==> config.mk <==
export PLATFORM = sky130hd
export DESIGN_NAME = gdpc_counter
export DESIGN_NICKNAME = d
export VERILOG_FILES = /design/src/verilog/gdpc_pkg.sv /design/src/verilog/gdpc_counter.sv /design/src/verilog/gdpc_edge.sv
export VERILOG_INCLUDE_DIRS = /design/src /design/src/verilog
export SDC_FILE = /design/constraint.sdc
export NUM_CORES = 1
export LEC_CHECK = 0
export ABC_AREA = 0
export BUFFER_PORTS_ARGS = -buffer_cell sky130_fd_sc_hd__buf_2
export CORE_ASPECT_RATIO = 2
export CORE_MARGIN = 1
export CORE_UTILIZATION = 54
export CTS_BUF_LIST = sky130_fd_sc_hd__clkbuf_8 sky130_fd_sc_hd__clkbuf_16
export DETAILED_ROUTE_END_ITERATION = 7
export GPL_TIMING_DRIVEN = 0
export HOLD_SLACK_MARGIN = 0.12
export PLACE_DENSITY = 0.84
export SLEW_MARGIN = 15
export SYNTH_ARGS = -nofsm -noshare
export SYNTH_HDL_FRONTEND = slang
export SYNTH_HIERARCHICAL = 1
export SYNTH_SLANG_ARGS = --single-unit
==> constraint.sdc <==
create_clock -name clk_sys -period 3.5 [get_ports clk_sys]
set_input_delay 0.7 -clock clk_sys [delete_from_list [all_inputs] [get_ports clk_sys]]
set_output_delay 0.7 -clock clk_sys [all_outputs]
set_load 0.01 [all_outputs]
==> src/verilog/gdpc_map.svh <==
// Constants of the gated delayed pulse counter
// What this block does
// - In level-gated mode only source edges seen while the gate is active are counted.
// - In level-gated mode no source edge is counted unless the counter is armed.
// - In level-gated mode the first terminal count reloads the counter from the hold value.
// - In level-gated mode the second terminal count reloads from the load value and disarms.
// - In level-gated mode an inactive gate stretches both the delay and the pulse phase.
// - Level-gated mode is started by the arm command; the gate only qualifies counting.
// - In edge-triggered mode counting waits for an active gate edge seen while armed.
// - In edge-triggered mode gate edges seen while disarmed are dropped and not remembered.
// - In edge-triggered mode counting starts on the first source edge after the trigger.
// - In edge-triggered mode the phases reload from hold, then from load, as in level mode.
// - In edge-triggered mode the counter disarms itself after the second terminal count.
// - In edge-triggered mode the gate is ignored after the trigger until the second count.
// - Terminal count occurs on the count that follows a counter value of one.
`ifndef GDPC_MAP_SVH
`define GDPC_MAP_SVH
`define GDPC_MODE_LEVEL_BIT 0
`define GDPC_MODE_POL_BIT 1
`define GDPC_MODE_RESET 2'h0
`define GDPC_COUNT_RESET 16'h0000
`define GDPC_COUNT_ONE 16'h0001
`endif

==> src/verilog/gdpc_pkg.sv <==
// Types of the gated delayed pulse counter
package gdpc_pkg;
  typedef struct packed {
    logic gate_active_low;
    logic edge_gated;
  } gdpc_mode_t;
  typedef enum logic [1:0] {
    GDPC_IDLE = 2'b00,
    GDPC_WAIT = 2'b01,
    GDPC_DELAY = 2'b10,
    GDPC_PULSE = 2'b11
  } gdpc_state_t;
endpackage
==> src/verilog/gdpc_counter.sv <==
// Gated delayed pulse counter, level-gated and edge-triggered one-shot modes
`timescale 1ns/10ps
`include "gdpc_map.svh"
module gdpc_counter #(
  parameter int WIDTH = 16
) (
  input wire logic clk_sys,
  input wire logic rst,
  input wire gdpc_pkg::gdpc_mode_t mode,
  input wire logic arm_cmd,
  input wire logic disarm_cmd,
  input wire logic source,
  input wire logic gate,
  input wire logic [WIDTH-1:0] load_value,
  input wire logic [WIDTH-1:0] hold_value,
  output logic [WIDTH-1:0] count,
  output logic armed,
  output logic terminal_count,
  output logic pulse_out
);
  import gdpc_pkg::*;

  // ---------------------------------------------------------------
  // Input conditioning
  // ---------------------------------------------------------------
  logic gate_act;
  logic src_rise;
  logic gate_rise;
  assign gate_act = gate ^ mode.gate_active_low;

  gdpc_edge u_src (
    .clk_sys(clk_sys),
    .rst(rst),
    .level(source),
    .rise(src_rise)
  );

  gdpc_edge u_gate (
    .clk_sys(clk_sys),
    .rst(rst),
    .level(gate_act),
    .rise(gate_rise)
  );

  // ---------------------------------------------------------------
  // Count qualification
  // ---------------------------------------------------------------
  gdpc_state_t state;
  gdpc_state_t next_state;
  logic count_en;
  logic at_one;
  logic reach_tc;
  logic in_delay;
  logic [WIDTH-1:0] one;

  assign one = WIDTH'(`GDPC_COUNT_ONE);
  assign at_one = (count == one);
  assign in_delay = (state == GDPC_DELAY);
  assign reach_tc = count_en & at_one;

  always_comb begin
    count_en = 1'b0;
    unique case (state)
      GDPC_IDLE: begin
        count_en = 1'b0;
      end
      GDPC_WAIT: begin
        count_en = 1'b0;
      end
      GDPC_DELAY, GDPC_PULSE: begin
        if (mode.edge_gated) begin
          count_en = src_rise;
        end else begin
          count_en = src_rise & gate_act;
        end
      end
    endcase
  end

  // ---------------------------------------------------------------
  // Sequencer state
  // ---------------------------------------------------------------
  always_comb begin
    next_state = state;
    unique case (state)
      GDPC_IDLE: begin
        if (arm_cmd) begin
          next_state = mode.edge_gated ? GDPC_WAIT : GDPC_DELAY;
        end
      end
      GDPC_WAIT: begin
        if (gate_rise) begin
          next_state = GDPC_DELAY;
        end
      end
      GDPC_DELAY: begin
        if (reach_tc) begin
          next_state = GDPC_PULSE;
        end
      end
      GDPC_PULSE: begin
        if (reach_tc) begin
          next_state = GDPC_IDLE;
        end
      end
    endcase
    if (disarm_cmd) begin
      next_state = GDPC_IDLE;
    end
  end

  always_ff @(posedge clk_sys) begin
    if (rst) begin
      state <= GDPC_IDLE;
    end else begin
      state <= next_state;
    end
  end

  // ---------------------------------------------------------------
  // Counter value
  // ---------------------------------------------------------------
  logic [WIDTH-1:0] next_count;

  always_comb begin
    next_count = count;
    if (state == GDPC_IDLE) begin
      if (!arm_cmd) begin
        next_count = load_value;
      end
    end else if (reach_tc) begin
      if (in_delay) begin
        next_count = hold_value;
      end else begin
        next_count = load_value;
      end
    end else if (count_en) begin
      next_count = count - one;
    end
  end

  always_ff @(posedge clk_sys) begin
    if (rst) begin
      count <= WIDTH'(`GDPC_COUNT_RESET);
    end else begin
      count <= next_count;
    end
  end

  // ---------------------------------------------------------------
  // Status outputs
  // ---------------------------------------------------------------
  logic next_tc;
  logic next_pulse;
  logic next_armed;

  always_comb begin
    next_tc = reach_tc;
    next_pulse = pulse_out;
    if (state == GDPC_IDLE && arm_cmd) begin
      next_pulse = 1'b0;
    end else if (reach_tc) begin
      next_pulse = ~pulse_out;
    end
    next_armed = (next_state != GDPC_IDLE);
  end

  always_ff @(posedge clk_sys) begin
    if (rst) begin
      terminal_count <= 1'b0;
      pulse_out <= 1'b0;
      armed <= 1'b0;
    end else begin
      terminal_count <= next_tc;
      pulse_out <= next_pulse;
      armed <= next_armed;
    end
  end
endmodule

==> src/verilog/gdpc_edge.sv <==
// Rising edge detector with registered history
`timescale 1ns/10ps
module gdpc_edge (
  input wire logic clk_sys,
  input wire logic rst,
  input wire logic level,
  output logic rise
);
  logic last;
  logic next_last;
  always_comb begin
    next_last = level;
  end
  always_ff @(posedge clk_sys) begin
    if (rst) begin
      last <= level;
    end else begin
      last <= next_last;
    end
  end
  assign rise = level & ~last;
endmodule

== Word-level counts from Yosys, hierarchy flattened ==
Cells that the tools add are included.

* Register bits after elaboration: 23
* Input port bits: 40
* Word-level logic and storage cells: 43

* Reductions and logical operators: 8
* Muxes and demuxes: 14
* Equality and inequality tests: 5
* Bitwise gates (word level): 8
* Add/sub/neg operators: 1

{| class="wikitable"
|+ Operator list
! cell !! count
|-
| two-way mux 16 bit || 5
|-
| == test 16 x 1 -> 1 bit, second input constant || 1
|-
| subtractor 16 x 1 -> 16 bit, second input constant || 1
|-
| two-way mux 2 bit || 6
|-
| case mux 2 bit (4 select lines) || 1
|-
| OR reduction 2 bit || 3
|-
| bitwise AND 1 bit || 4
|-
| == test 2 bit, second input constant || 2
|-
| inverter 1 bit || 3
|-
| nonzero test 3 bit || 1
|-
| == test 2 x 1 -> 1 bit, second input constant || 1
|-
| zero test 2 bit || 1
|-
| != test 2 bit, second input constant || 1
|-
| case mux 1 bit (2 select lines) || 1
|-
| AND reduction 2 bit || 1
|-
| nonzero test 2 bit || 1
|-
| logical AND 1 bit || 1
|-
| two-way mux 1 bit || 1
|-
| bitwise XOR 1 bit || 1
|}

== Logic depth before layout (Yosys ltp) ==
Gate-level depths: netlist of run 1.

* Depth in word-level cells: 10
* Mapped depth: 8
* Gate-level depth less buffers: 7

== Modules after synthesis ==
Netlist of run 1, hierarchy kept.

{| class="wikitable"
|+ Modules (own cells, without submodules)
! module !! area an instance (um^2) !! times used !! cells each
|-
| gdpc_counter || 1616.6 || 1 || 207
|-
| gdpc_edge || 33.8 || 2 || 2
|}

== Least setup slack after synthesis of run 1 ==
Ideal clock, no wire load.

* Path kind: input port to flip-flop
* From: input source
* To: register count[15]
* Stages on the path: 8
* Slack: 1.317 ns
* Arrival time: 2.066 ns
* Buffers on the path: 2
* Setup time: 0.117 ns
* Cells stage by stage: nor2b_4 > and2_1 > o21a_1 > buf_2 > nor2_1 > clkbuf_1 > nor2_1 > a32o_1

* Longest elaborated chain between the ends: 7
* Elaborated cells between the ends (all ways): 9

{| class="wikitable"
|+ Ends and longest elaborated chain
! element !! RTL line !! RTL
|-
| start: declaration || gdpc_counter.sv:12 || <nowiki>input wire logic source,</nowiki>
|-
| bitwise AND 1 bit (*) || gdpc_edge.sv:21 || <nowiki>assign rise = level & ~last;</nowiki>
|-
| bitwise AND 1 bit || gdpc_counter.sv:74 || <nowiki>count_en = src_rise & gate_act;</nowiki>
|-
| two-way mux 1 bit (*) || gdpc_counter.sv:71 || <nowiki>if (mode.edge_gated) begin</nowiki>
|-
| case mux 1 bit (2 select lines) (*) || gdpc_counter.sv:63 || <nowiki>unique case (state)</nowiki>
|-
| bitwise AND 1 bit || gdpc_counter.sv:59 || <nowiki>assign reach_tc = count_en & at_one;</nowiki>
|-
| nonzero test 3 bit (no source line) / two-way mux 16 bit (equally long branches) || n/a ||
|-
| AND reduction 2 bit (no source line) / two-way mux 16 bit (equally long branches) || n/a ||
|-
| end signal: assignment || gdpc_counter.sv:144 || <nowiki>count <= WIDTH'(`GDPC_COUNT_RESET);</nowiki>
|-
| end signal: assignment || gdpc_counter.sv:146 || <nowiki>count <= next_count;</nowiki>
|-
| end: declaration || gdpc_counter.sv:16 || <nowiki>output logic [WIDTH-1:0] count,</nowiki>
|}

Every way passes the cells marked *; elsewhere a longest branch is shown, timed or not.
A chain may end at the register's enable or synchronous reset.

== Worst setup path after layout of run 1 ==
* From: input mode[1] (netlist bit)
* To: register count[3]

* Longest elaborated chain between the ends: 7
* Elaborated cells between the ends (all ways): 9

{| class="wikitable"
|+ Ends and longest elaborated chain
! element !! RTL line !! RTL
|-
| start: declaration || gdpc_counter.sv:9 || <nowiki>input wire gdpc_pkg::gdpc_mode_t mode,</nowiki>
|-
| bitwise XOR 1 bit (*) || gdpc_counter.sv:29 || <nowiki>assign gate_act = gate ^ mode.gate_active_low;</nowiki>
|-
| via gate_act || gdpc_counter.sv:26 || <nowiki>logic gate_act;</nowiki>
|-
| bitwise AND 1 bit (*) || gdpc_counter.sv:74 ||
|-
| two-way mux 1 bit (*) || gdpc_counter.sv:71 ||
|-
| case mux 1 bit (2 select lines) (*) || gdpc_counter.sv:63 ||
|-
| bitwise AND 1 bit || gdpc_counter.sv:59 ||
|-
| nonzero test 3 bit (no source line) / two-way mux 16 bit (equally long branches) || n/a ||
|-
| AND reduction 2 bit (no source line) / two-way mux 16 bit (equally long branches) || n/a ||
|}

The timed path passes the listed nets; every way through them passes the cells marked *.

==> flow_summary.toml, run 1 <==
[status]
status = "finished clean"

[sta]
fin_crit_ns = 2.51
finalHoldViolations = 0
finalSetupViolations = 0
max-slew-margin-rel = 0.485
max_slew.worst_pin.slew_ns = 0.770
fmax_ghz = 0.399
post-route-period-util = 0.717
finalMaxSlewViolations = 0
rsz0062_at_grt = "false"
fin_ws_ns = 0.991
skew_ns = 0.0113
tns_ns = 0

[worst_setup_path]
required_ns = 3.68
timing.critical_path.arrival_ns = 2.69
path_class = "in2reg"
start_kind = "input port"
critPathMaxFanout = 7
r2r_start = "count[0]$_SDFFE_PP0P_"
crit_start = "mode[1]"
endpoint_kind = "flop"

[global_routing]
antenna_found_initial = 0
track_usage = 0.359
grt_pass1_vias = 1939
grt_overflow_total = 0
grt_max_degree = 14
grt_pass1_wl_um = 9320

[place]
io_buffers = 57
pre_cts_slack_ns = 0.699
dpl-instance-area_um2 = 2010
place_congestion = 0.960
place_hpwl_um = 4480

[yosys]
synth-edff-count = 0
synth_most_common_cell = "dfxtp_1"
yosysTopAreaCellShare = 0.273
avgSynthCellArea_um2 = 7.98
yosys-mux-area-fraction = 0.0371
ys_top_cells_by_count = "dfxtp_1, nor2_1, nor3_1"
ys_warn_count = 6
ys_top_cells_by_area = "dfxtp_1, nor3_1, nor2_1"
synthesis.area_um2 = 1680
yosysTopAreaCell = "dfxtp_1"
synth_top_family_by_area = "simple AND/OR/NAND/NOR gates"
synthDistinctLibCells = 58
synth_ff_type = "dfxtp_1"
ys_seq_area_frac = 0.273
ys_ff_latch = 23
synth.net_count = 253
yosys.area_share.simple = 0.306
synth_compound_area_frac = 0.264
synthCells = 211
synthArstFlopShare = 0
synth-xor-area-share = 0.0520
synthAdderAreaFrac = 0.0149

[clocking]
clock_sinks = 23
numCtsBuffers = 3
ctsHoldBuffers = 0
htreeDepth = 1
cts-resized-gates = 0
clk_latency_ns = 0.28
clk_pin_slew_ns = 0.10
cts.path.max_buffers = 2
cts-root-buf = "clkbuf_8"
cts_tree = "done"
cts_post_setup_buffers_inserted = 0

[final_layout]
fin_area_um2 = 2050
layout-area-overhead-vs-synth_pct = 21.9
n_antenna_cell = 0
layout.nets = 315
multi_input_area_um2 = 1130
fill_cells = 282
seqCellArea_um2 = 460
drive_gt1_frac = 0.290

[die]
dieArea_um2 = 3360
die_h_um = 81.0
io_pins = 59
die_x_um = 41.5
rows = 28
core_um2 = 2980
start_util = 0.566

[drt]
first_pass_iters = 4
drt_iter0_markers = 77
vias_per_cell = 6.78
finalWirelength_um = 5820
drc = 0
ant_nets = 0
vias = 2049
post_drt_wl_per_cell_um = 19.3

[power]
ir_drop_mv = 0.287
leakage_nw = 0.839
p_total_mw = 0.743
power-per-cell-area_nw_per_um2 = 362

[worst_hold_path]
min_from = "source"
min_path_type = "in2reg"

[flow_run]
maxCapViolCount = 0
-- path summary, 6_finish.rpt --
check | to | depth (start not counted) | slack [ns]
worst max-delay path | count[3]$_SDFFE_PP0P_ | 6 | 0.99
worst min-delay path | u_src/last$_DFF_P_ | 1 | 0.54
worst max register to register | count[3]$_SDFFE_PP0P_ | 6 | 1.04
worst min register to register | count[0]$_SDFFE_PP0P_ | 2 | 0.56
-- final cells by class --
class                   count  share of cell area
multi-input cells         167               0.553
plain buffers              14              0.0305
clock buffers               3              0.0201
inverters                   7              0.0128
flip-flops and latches     23               0.224
repair buffers             57               0.139
clock inverters             1             0.00244
well taps                  30              0.0183
-- flip-flops by register name, indices dropped and copies added, names as in the netlist --
name / count
state: 2
count: 16
u_src/last: 1
armed: 1
pulse_out: 1
u_gate/last: 1
terminal_count: 1
-- power by group --
part | switching [mW] | internal, mW
Sequential | 0.0320 | 0.283
Clock | 0.0983 | 0.0800
Combinational | 0.145 | 0.105
Total | 0.275 | 0.468
-- cell families after synthesis --
logic type / after synthesis
AO/OA/AOI/OAI: 61
XOR/XNOR: 10
adder cells (fa/ha/maj): 2
buffers and inverters: 21
flip-flops: 23
multiplexers: 6
AND/OR/NAND/NOR: 88
-- layer usage --
layer	vias up	share of wire	track usage
li1	942	-	-
met1	960	0.36	0.396
met2	111	0.53	0.659
met3	36	0.061	0.0289
met4	0	0.053	0.203
met5	-	0	0
-- worst max-delay path, stage by stage --
cell and delay (ns):
buf_2 0.10, xor2_1 0.42, o2111ai_1 0.38, o31ai_1 0.66
nand2_1 0.15, o221a_2 0.29
-- stage by stage --
stage / util / hold slack (ns) / cells
after floorplan: - / 0.538 / 211
after global placement: 0.674 / 0.540 / 298
after detailed placement: 0.674 / 0.548 / 298
after CTS: 0.689 / 0.539 / 302
after global routing: 0.689 / 0.537 / 302
final: 0.689 / 0.541 / 302
-- cells in the final DEF, fill, tap and decap left out, drive strengths merged, types with 4 or more instances in the layout --
master / instances
a211oi: 6
a21oi: 9
a31oi: 6
buf: 64
clkbuf: 10
dfxtp: 23
inv: 7
mux2i: 4
nand2: 9
nand3: 8
nand4: 4
nor2: 19
nor2b: 4
nor3: 15
nor4: 10
o211ai: 5
o21ai: 9
or4: 4
xnor2: 7
No activity file was read; power rests on OpenSTA's default activity.
==> inputs of run 2 (changes only) <==
--- a/config.mk
+++ b/config.mk
@@ -10,12 +10,12 @@
 export BUFFER_PORTS_ARGS = -buffer_cell sky130_fd_sc_hd__buf_2
 export CORE_ASPECT_RATIO = 2
 export CORE_MARGIN = 1
-export CORE_UTILIZATION = 54
+export CORE_UTILIZATION = 45
 export CTS_BUF_LIST = sky130_fd_sc_hd__clkbuf_8 sky130_fd_sc_hd__clkbuf_16
 export DETAILED_ROUTE_END_ITERATION = 7
 export GPL_TIMING_DRIVEN = 0
 export HOLD_SLACK_MARGIN = 0.12
-export PLACE_DENSITY = 0.84
+export PLACE_DENSITY = 0.75
 export SLEW_MARGIN = 15
 export SYNTH_ARGS = -nofsm -noshare
 export SYNTH_HDL_FRONTEND = slang
==> constraint.sdc (replaced) <==
create_clock -name clk_sys -period 2.2 [get_ports clk_sys]
set_input_delay 0.44 -clock clk_sys [delete_from_list [all_inputs] [get_ports clk_sys]]
set_output_delay 0.44 -clock clk_sys [all_outputs]
set_load 0.01 [all_outputs]
==> run 2 against run 1 <==
  * Die area grew 19%
  * Sequential share of layout area shrank 1.3 points
  * Global-route usage shrank 3.6 points
  * Register-to-register slack lost 0.94 ns
  * Flip-flop and latch count is the same
  * Largest power group unchanged
==> flow_summary.toml, run 2 (synthesis results as in run 1) <==
[sta]
post-route-period-util = 0.957
finalSetupViolations = 0
max-slew-margin-rel = 0.578
finalHoldViolations = 0
skew_ns = 0.0179
max_slew.worst_pin.slew_ns = 0.627
fmax_ghz = 0.475
tns_ns = 0
finalMaxSlewViolations = 0
fin_crit_ns = 2.10

[worst_setup_path]
max_stage_delay_ns = 0.40
endpoint_kind = "flop"
start_kind = "flop"
critPathSlowestCell = "dfxtp_1"
ff2ff_path_depth = 7
worstReg2RegEnd = "count[3]$_SDFFE_PP0P_"
required_ns = 2.39
critPathMaxFanout = 10
crit_chain = "nor4_4 > buf_4 > and2_1 > clkbuf_4 > nand2_1 > o31a_1 > o221a_2"
r2r_start = "count[8]$_SDFFE_PP0P_"
regToRegSetupSlack_ns = 0.1
timing.critical_path.arrival_ns = 2.29
path_class = "reg2reg"
endpoint = "count[3]$_SDFFE_PP0P_"
crit_start = "count[8]$_SDFFE_PP0P_"

[final_layout]
final_common_cell = "buf_2"
final_cells = 322
top_register = "count"
fin_area_um2 = 2200
layout_common_cells = "buf_2, dfxtp_1, nor2_1"
drive_gt1_frac = 0.348
n_antenna_cell = 0
largest_reg_flops = 16
layout.nets = 316
layout-area-overhead-vs-synth_pct = 30.4
largestRegisters = "count x16, state x2"

[power]
ir_drop_mv = 0.378
power-per-cell-area_nw_per_um2 = 560
leakage_nw = 0.874

[drt]
drc = 0
finalWirelength_um = 6120
vias_per_cell = 6.25
first_pass_iters = 4
vias = 2011
post_drt_wl_per_cell_um = 19.0
ant_nets = 0
drt_iter0_markers = 81

[worst_hold_path]
min_path_type = "in2reg"

[die]
die_x_um = 45.3
rows = 31
start_util = 0.467
dieArea_um2 = 4010
io_pins = 59
core_um2 = 3610
die_h_um = 88.5

[place]
place_inst = 317
dpl-instance-area_um2 = 2030
place_congestion = 0.959
place_hpwl_um = 4480
io_buffers = 57

[clocking]
htreeDepth = 1
cts.path.max_buffers = 2
clk_latency_ns = 0.28
clock_sinks = 23
clk_pin_slew_ns = 0.11
cts_tree = "done"
numCtsBuffers = 3
cts-root-buf = "clkbuf_8"

[global_routing]
grt_pass1_wl_um = 9390
grt_overflow_total = 0
antenna_found_initial = 0
grt_pass1_vias = 1953
grt_max_degree = 14
track_usage = 0.324

[flow_run]
maxCapViolCount = 0

[status]
status = "finished clean"
[run 2: cell count changes in the layout (fill, tap and decap cells not counted), sizes merged]
cell and delta:
buf +1
[run 2: per-layer routing]
metal,vias to the layer above,part of all wire,track usage
met2,112,0.53,0.545
met3,29,0.069,0.0612
met1,925,0.35,0.349
li1,945,-,-
met4,0,0.051,0.220
met5,-,0,0
[run 2: final cells by class]
type / instances / area (um^2)
flip-flops and latches: 23 / 463
fillers: 383 / 1410
repair buffers: 59 / 300
clock buffers: 3 / 41.3
plain buffers: 13 / 70.1
clock inverters: 1 / 5.00
well taps: 49 / 61.3
inverters: 7 / 26.3
multi-input cells: 167 / 1230
[run 2: through the flow]
| stage | util | setup slack, ns | hold slack [ns] | total power [mW] |
|---|---|---|---|---|
| global placement | 0.563 | -0.315 | 0.540 | 0.896 |
| CTS | 0.583 | 0.00476 | 0.280 | 1.19 |
| global route | 0.609 | -0.0227 | 0.286 | 1.28 |
| floorplan | - | 0.256 | 0.468 | 0.758 |
| detailed placement | 0.563 | -0.311 | 0.544 | 0.901 |
| finish | 0.609 | 0.0953 | 0.289 | 1.23 |
[run 2: worst min path at each step]
stage,to,cells after the start,start
2_1_floorplan,u_src/last$_DFF_P_,0,source
3_3_place_gp,pulse_out$_SDFFE_PP0N_,2,pulse_out$_SDFFE_PP0N_
3_5_place_dp,pulse_out$_SDFFE_PP0N_,2,pulse_out$_SDFFE_PP0N_
4_1_cts,u_src/last$_DFF_P_,1,source
5_1_grt,u_src/last$_DFF_P_,1,source
6_report,u_src/last$_DFF_P_,1,source
[run 2: critical path: cells and delay by family (launching register included)]
family          cells  cell delay (ns)
compound gates      2             0.39
flops               1             0.40
simple gates        3             0.78
buf+inv             2             0.43
[run 2: what timing repair did]
item / 4_1_cts / 5_1_grt
endpoints found under the setup margin: 13 / 17
setup buffers: 0 / 2
pin swaps: 0 / 1
gates cloned: 0 / 0
resized for setup: 6 / 17
hold buffers: 0 / 0
[run 2: report_power, final]
part / total [mW] / internal [mW] / switching [mW]
combinational: 0.433 / 0.183 / 0.250
sequential: 0.505 / 0.450 / 0.0552
clock: 0.291 / 0.127 / 0.164
total: 1.23 / 0.761 / 0.468
==> inputs of run 3 (changes only) <==
--- a/config.mk
+++ b/config.mk
@@ -10,14 +10,12 @@
 export BUFFER_PORTS_ARGS = -buffer_cell sky130_fd_sc_hd__buf_2
 export CORE_ASPECT_RATIO = 2
 export CORE_MARGIN = 1
-export CORE_UTILIZATION = 45
+export CORE_UTILIZATION = 46
 export CTS_BUF_LIST = sky130_fd_sc_hd__clkbuf_8 sky130_fd_sc_hd__clkbuf_16
 export DETAILED_ROUTE_END_ITERATION = 7
 export GPL_TIMING_DRIVEN = 0
 export HOLD_SLACK_MARGIN = 0.12
-export PLACE_DENSITY = 0.75
-export SLEW_MARGIN = 15
+export PLACE_DENSITY = 0.77
 export SYNTH_ARGS = -nofsm -noshare
 export SYNTH_HDL_FRONTEND = slang
-export SYNTH_HIERARCHICAL = 1
 export SYNTH_SLANG_ARGS = --single-unit
==> run 3 against run 2 <==
  * Flip-flop and latch count stayed put
  * Sequential power up 1%
  * Die area grew 2.2%
  * Area after synthesis is 4.5% higher
  * Core utilization is 4.1 points higher
  * Via count is 12% higher
  * Sequential share of layout area decreased by 1.4 points
  * Maximum frequency is 2.4% lower
  * Clock-buffer cell count did not move
  * Combinational power rose by 35%
  * Critical endpoint is now count[14]$_SDFFE_PP0P_
  * Register-to-register slack lost 0.05 ns
  * Total power rose by 12%
==> flow_summary.toml, run 3 <==
[worst_setup_path]
crit_chain = "or4_1 > nor4_4 > a21o_1 > o41ai_2 > a221o_1 > a22o_1"
regToRegSetupSlack_ns = 0.04
start_kind = "flop"
max_stage_delay_ns = 0.60
endpoint_kind = "flop"
r2r_start = "count[8]$_SDFFE_PP0P_"
path_class = "reg2reg"
required_ns = 2.37
timing.critical_path.arrival_ns = 2.33
critPathMaxFanout = 6
critPathSlowestCell = "or4_1"
worstReg2RegEnd = "count[14]$_SDFFE_PP0P_"
ff2ff_path_depth = 6

[drt]
vias_per_cell = 6.54
drt_iter0_markers = 152
post_drt_wl_per_cell_um = 19.1
first_pass_iters = 5
drc = 0
finalWirelength_um = 6570
vias = 2255
ant_nets = 0

[final_layout]
layout.nets = 339
largestRegisters = "count x16, state x2"
largest_reg_flops = 16
drive_gt1_frac = 0.368
fill_cells = 347
final_common_cell = "buf_2"
top_register = "count"
layout_common_cells = "buf_2, nor2_1, dfxtp_1"
n_antenna_cell = 0
layout-area-overhead-vs-synth_pct = 34.5

[worst_hold_path]
min_to = "u_src.last$_DFF_P_"
min_path_type = "in2reg"
holdPathStages = 1
min_from = "source"

[yosys]
ys_seq_area_frac = 0.262
ys_top_cells_by_area = "dfxtp_1, nor2_1, a21oi_1"
ys_warn_count = 0
yosysTopAreaCellShare = 0.262
yosysTopAreaCell = "dfxtp_1"
synth.net_count = 267
ys_ff_latch = 23
synthArstFlopShare = 0
avgSynthCellArea_um2 = 7.82
synthesis.area_um2 = 1760
synthCells = 225
synth-edff-count = 0
synthDistinctLibCells = 58
synth_ff_type = "dfxtp_1"
synth_most_common_cell = "nor2_1"
ys_top_cells_by_count = "nor2_1, dfxtp_1, nand2_1"

[power]
p_total_mw = 1.38
ir_drop_mv = 0.450
leakage_nw = 1.02
power-per-cell-area_nw_per_um2 = 581

[clocking]
cts-root-buf = "clkbuf_8"
cts.path.max_buffers = 2
clk_pin_slew_ns = 0.09
numCtsBuffers = 3
clk_latency_ns = 0.27
cts_tree = "done"
htreeDepth = 1
ctsHoldBuffers = 0
clock_sinks = 23

[global_routing]
grt_pass1_vias = 2082
grt_pass1_wl_um = 9660
grt_overflow_total = 0
grt_max_degree = 13
antenna_found_initial = 0
track_usage = 0.324

[sta]
max_slew.worst_pin.slew_ns = 0.645
finalHoldViolations = 0
fmax_ghz = 0.464
fin_crit_ns = 2.16
tns_ns = 0
skew_ns = 0.00557
post-route-period-util = 0.980
finalMaxSlewViolations = 0
rsz0062_at_grt = "true"
max-slew-margin-rel = 0.570
finalSetupViolations = 0

[die]
core_um2 = 3650
io_pins = 59
rows = 31
start_util = 0.483
dieArea_um2 = 4090
die_h_um = 89.5
die_x_um = 45.7

[flow_run]
maxCapViolCount = 0

[place]
io_buffers = 57
place_hpwl_um = 4500
place_congestion = 0.929

[status]
status = "finished clean"
## run 3: cell count changes after synthesis, moves of 3 or more
cell and delta:
nand2_1 +8, nand3_1 -5, nor3_1 -9, a21oi_1 +3
o21ai_0 +4, a22o_1 +4, clkbuf_1 +4, nor4_1 -4
a31oi_1 -3, nor2_1 +5, nand2b_1 +3, or2_2 +3
a32oi_1 -3
## run 3: metal layers
layer  track usage  vias up  part of all wire
met3        0.0384       36             0.093
met2         0.584      180              0.52
met1         0.335     1037              0.34
li1              -     1002                 -
met4         0.206        0             0.045
met5             0        -                 0
## run 3: final cells by class
| type | instances | area [um^2] | area share |
|---|---|---|---|
| plain buffers | 15 | 80.1 | 0.0338 |
| clock buffers | 3 | 41.3 | 0.0174 |
| clock inverters | 1 | 3.75 | 0.00158 |
| inverters | 9 | 33.8 | 0.0143 |
| multi-input cells | 176 | 1310 | 0.552 |
| flip-flops and latches | 23 | 467 | 0.197 |
| well taps | 49 | 61.3 | 0.0259 |
| repair buffers | 69 | 375 | 0.158 |
## run 3: cells by family after synthesis
group                    share of synthesized area
adder cells (fa/ha/maj)                     0.0142
buffers and inverters                       0.0668
multiplexers                                0.0227
AO/OA/AOI/OAI                                0.340
AND/OR/NAND/NOR                              0.250
XOR/XNOR                                    0.0448
flip-flops                                   0.262
## run 3: through the flow
stage               utilization  std cells  instance area, um^2  hold WS (ns)  worst slack [ns]
finish                    0.650        345                 2370         0.288            0.0437
global route              0.650        345                 2370         0.287           -0.0487
CTS                       0.606        336                 2210         0.286           0.00422
detailed placement        0.578        331                 2110         0.518            -0.598
global placement          0.578        331                 2110         0.501            -0.575
floorplan                     -        225                 1760         0.468             0.148
## run 3: worst max path at each step
stage	from	endpoint	slack (ns)	depth (start not counted)
after floorplan	count[8]$_SDFFE_PP0P_	count[4]$_SDFFE_PP0P_	0.15	8
after global placement	mode[1]	count[13]$_SDFFE_PP0P_	-0.58	9
after detailed placement	mode[1]	count[13]$_SDFFE_PP0P_	-0.60	9
after CTS	count[8]$_SDFFE_PP0P_	count[14]$_SDFFE_PP0P_	0.004	6
after global routing	count[8]$_SDFFE_PP0P_	count[4]$_SDFFE_PP0P_	-0.05	8
final	count[8]$_SDFFE_PP0P_	count[14]$_SDFFE_PP0P_	0.04	6
## run 3: power breakdown
group,switching [mW],total (mW),internal (mW)
sequential,0.0582,0.511,0.453
combinational,0.324,0.586,0.262
clock,0.153,0.278,0.125
## run 3: worst max-delay path, delay by kind of cell (launching register included)
| family | cells | cell delay [ns] |
|---|---|---|
| compound gates | 4 | 0.74 |
| flops | 1 | 0.38 |
| simple gates | 2 | 0.94 |
## run 3: what timing repair did
item,CTS,global route
pin swaps,1,7
setup buffers,1,11
gates resized for setup,9,20
setup endpoints to repair,17,17
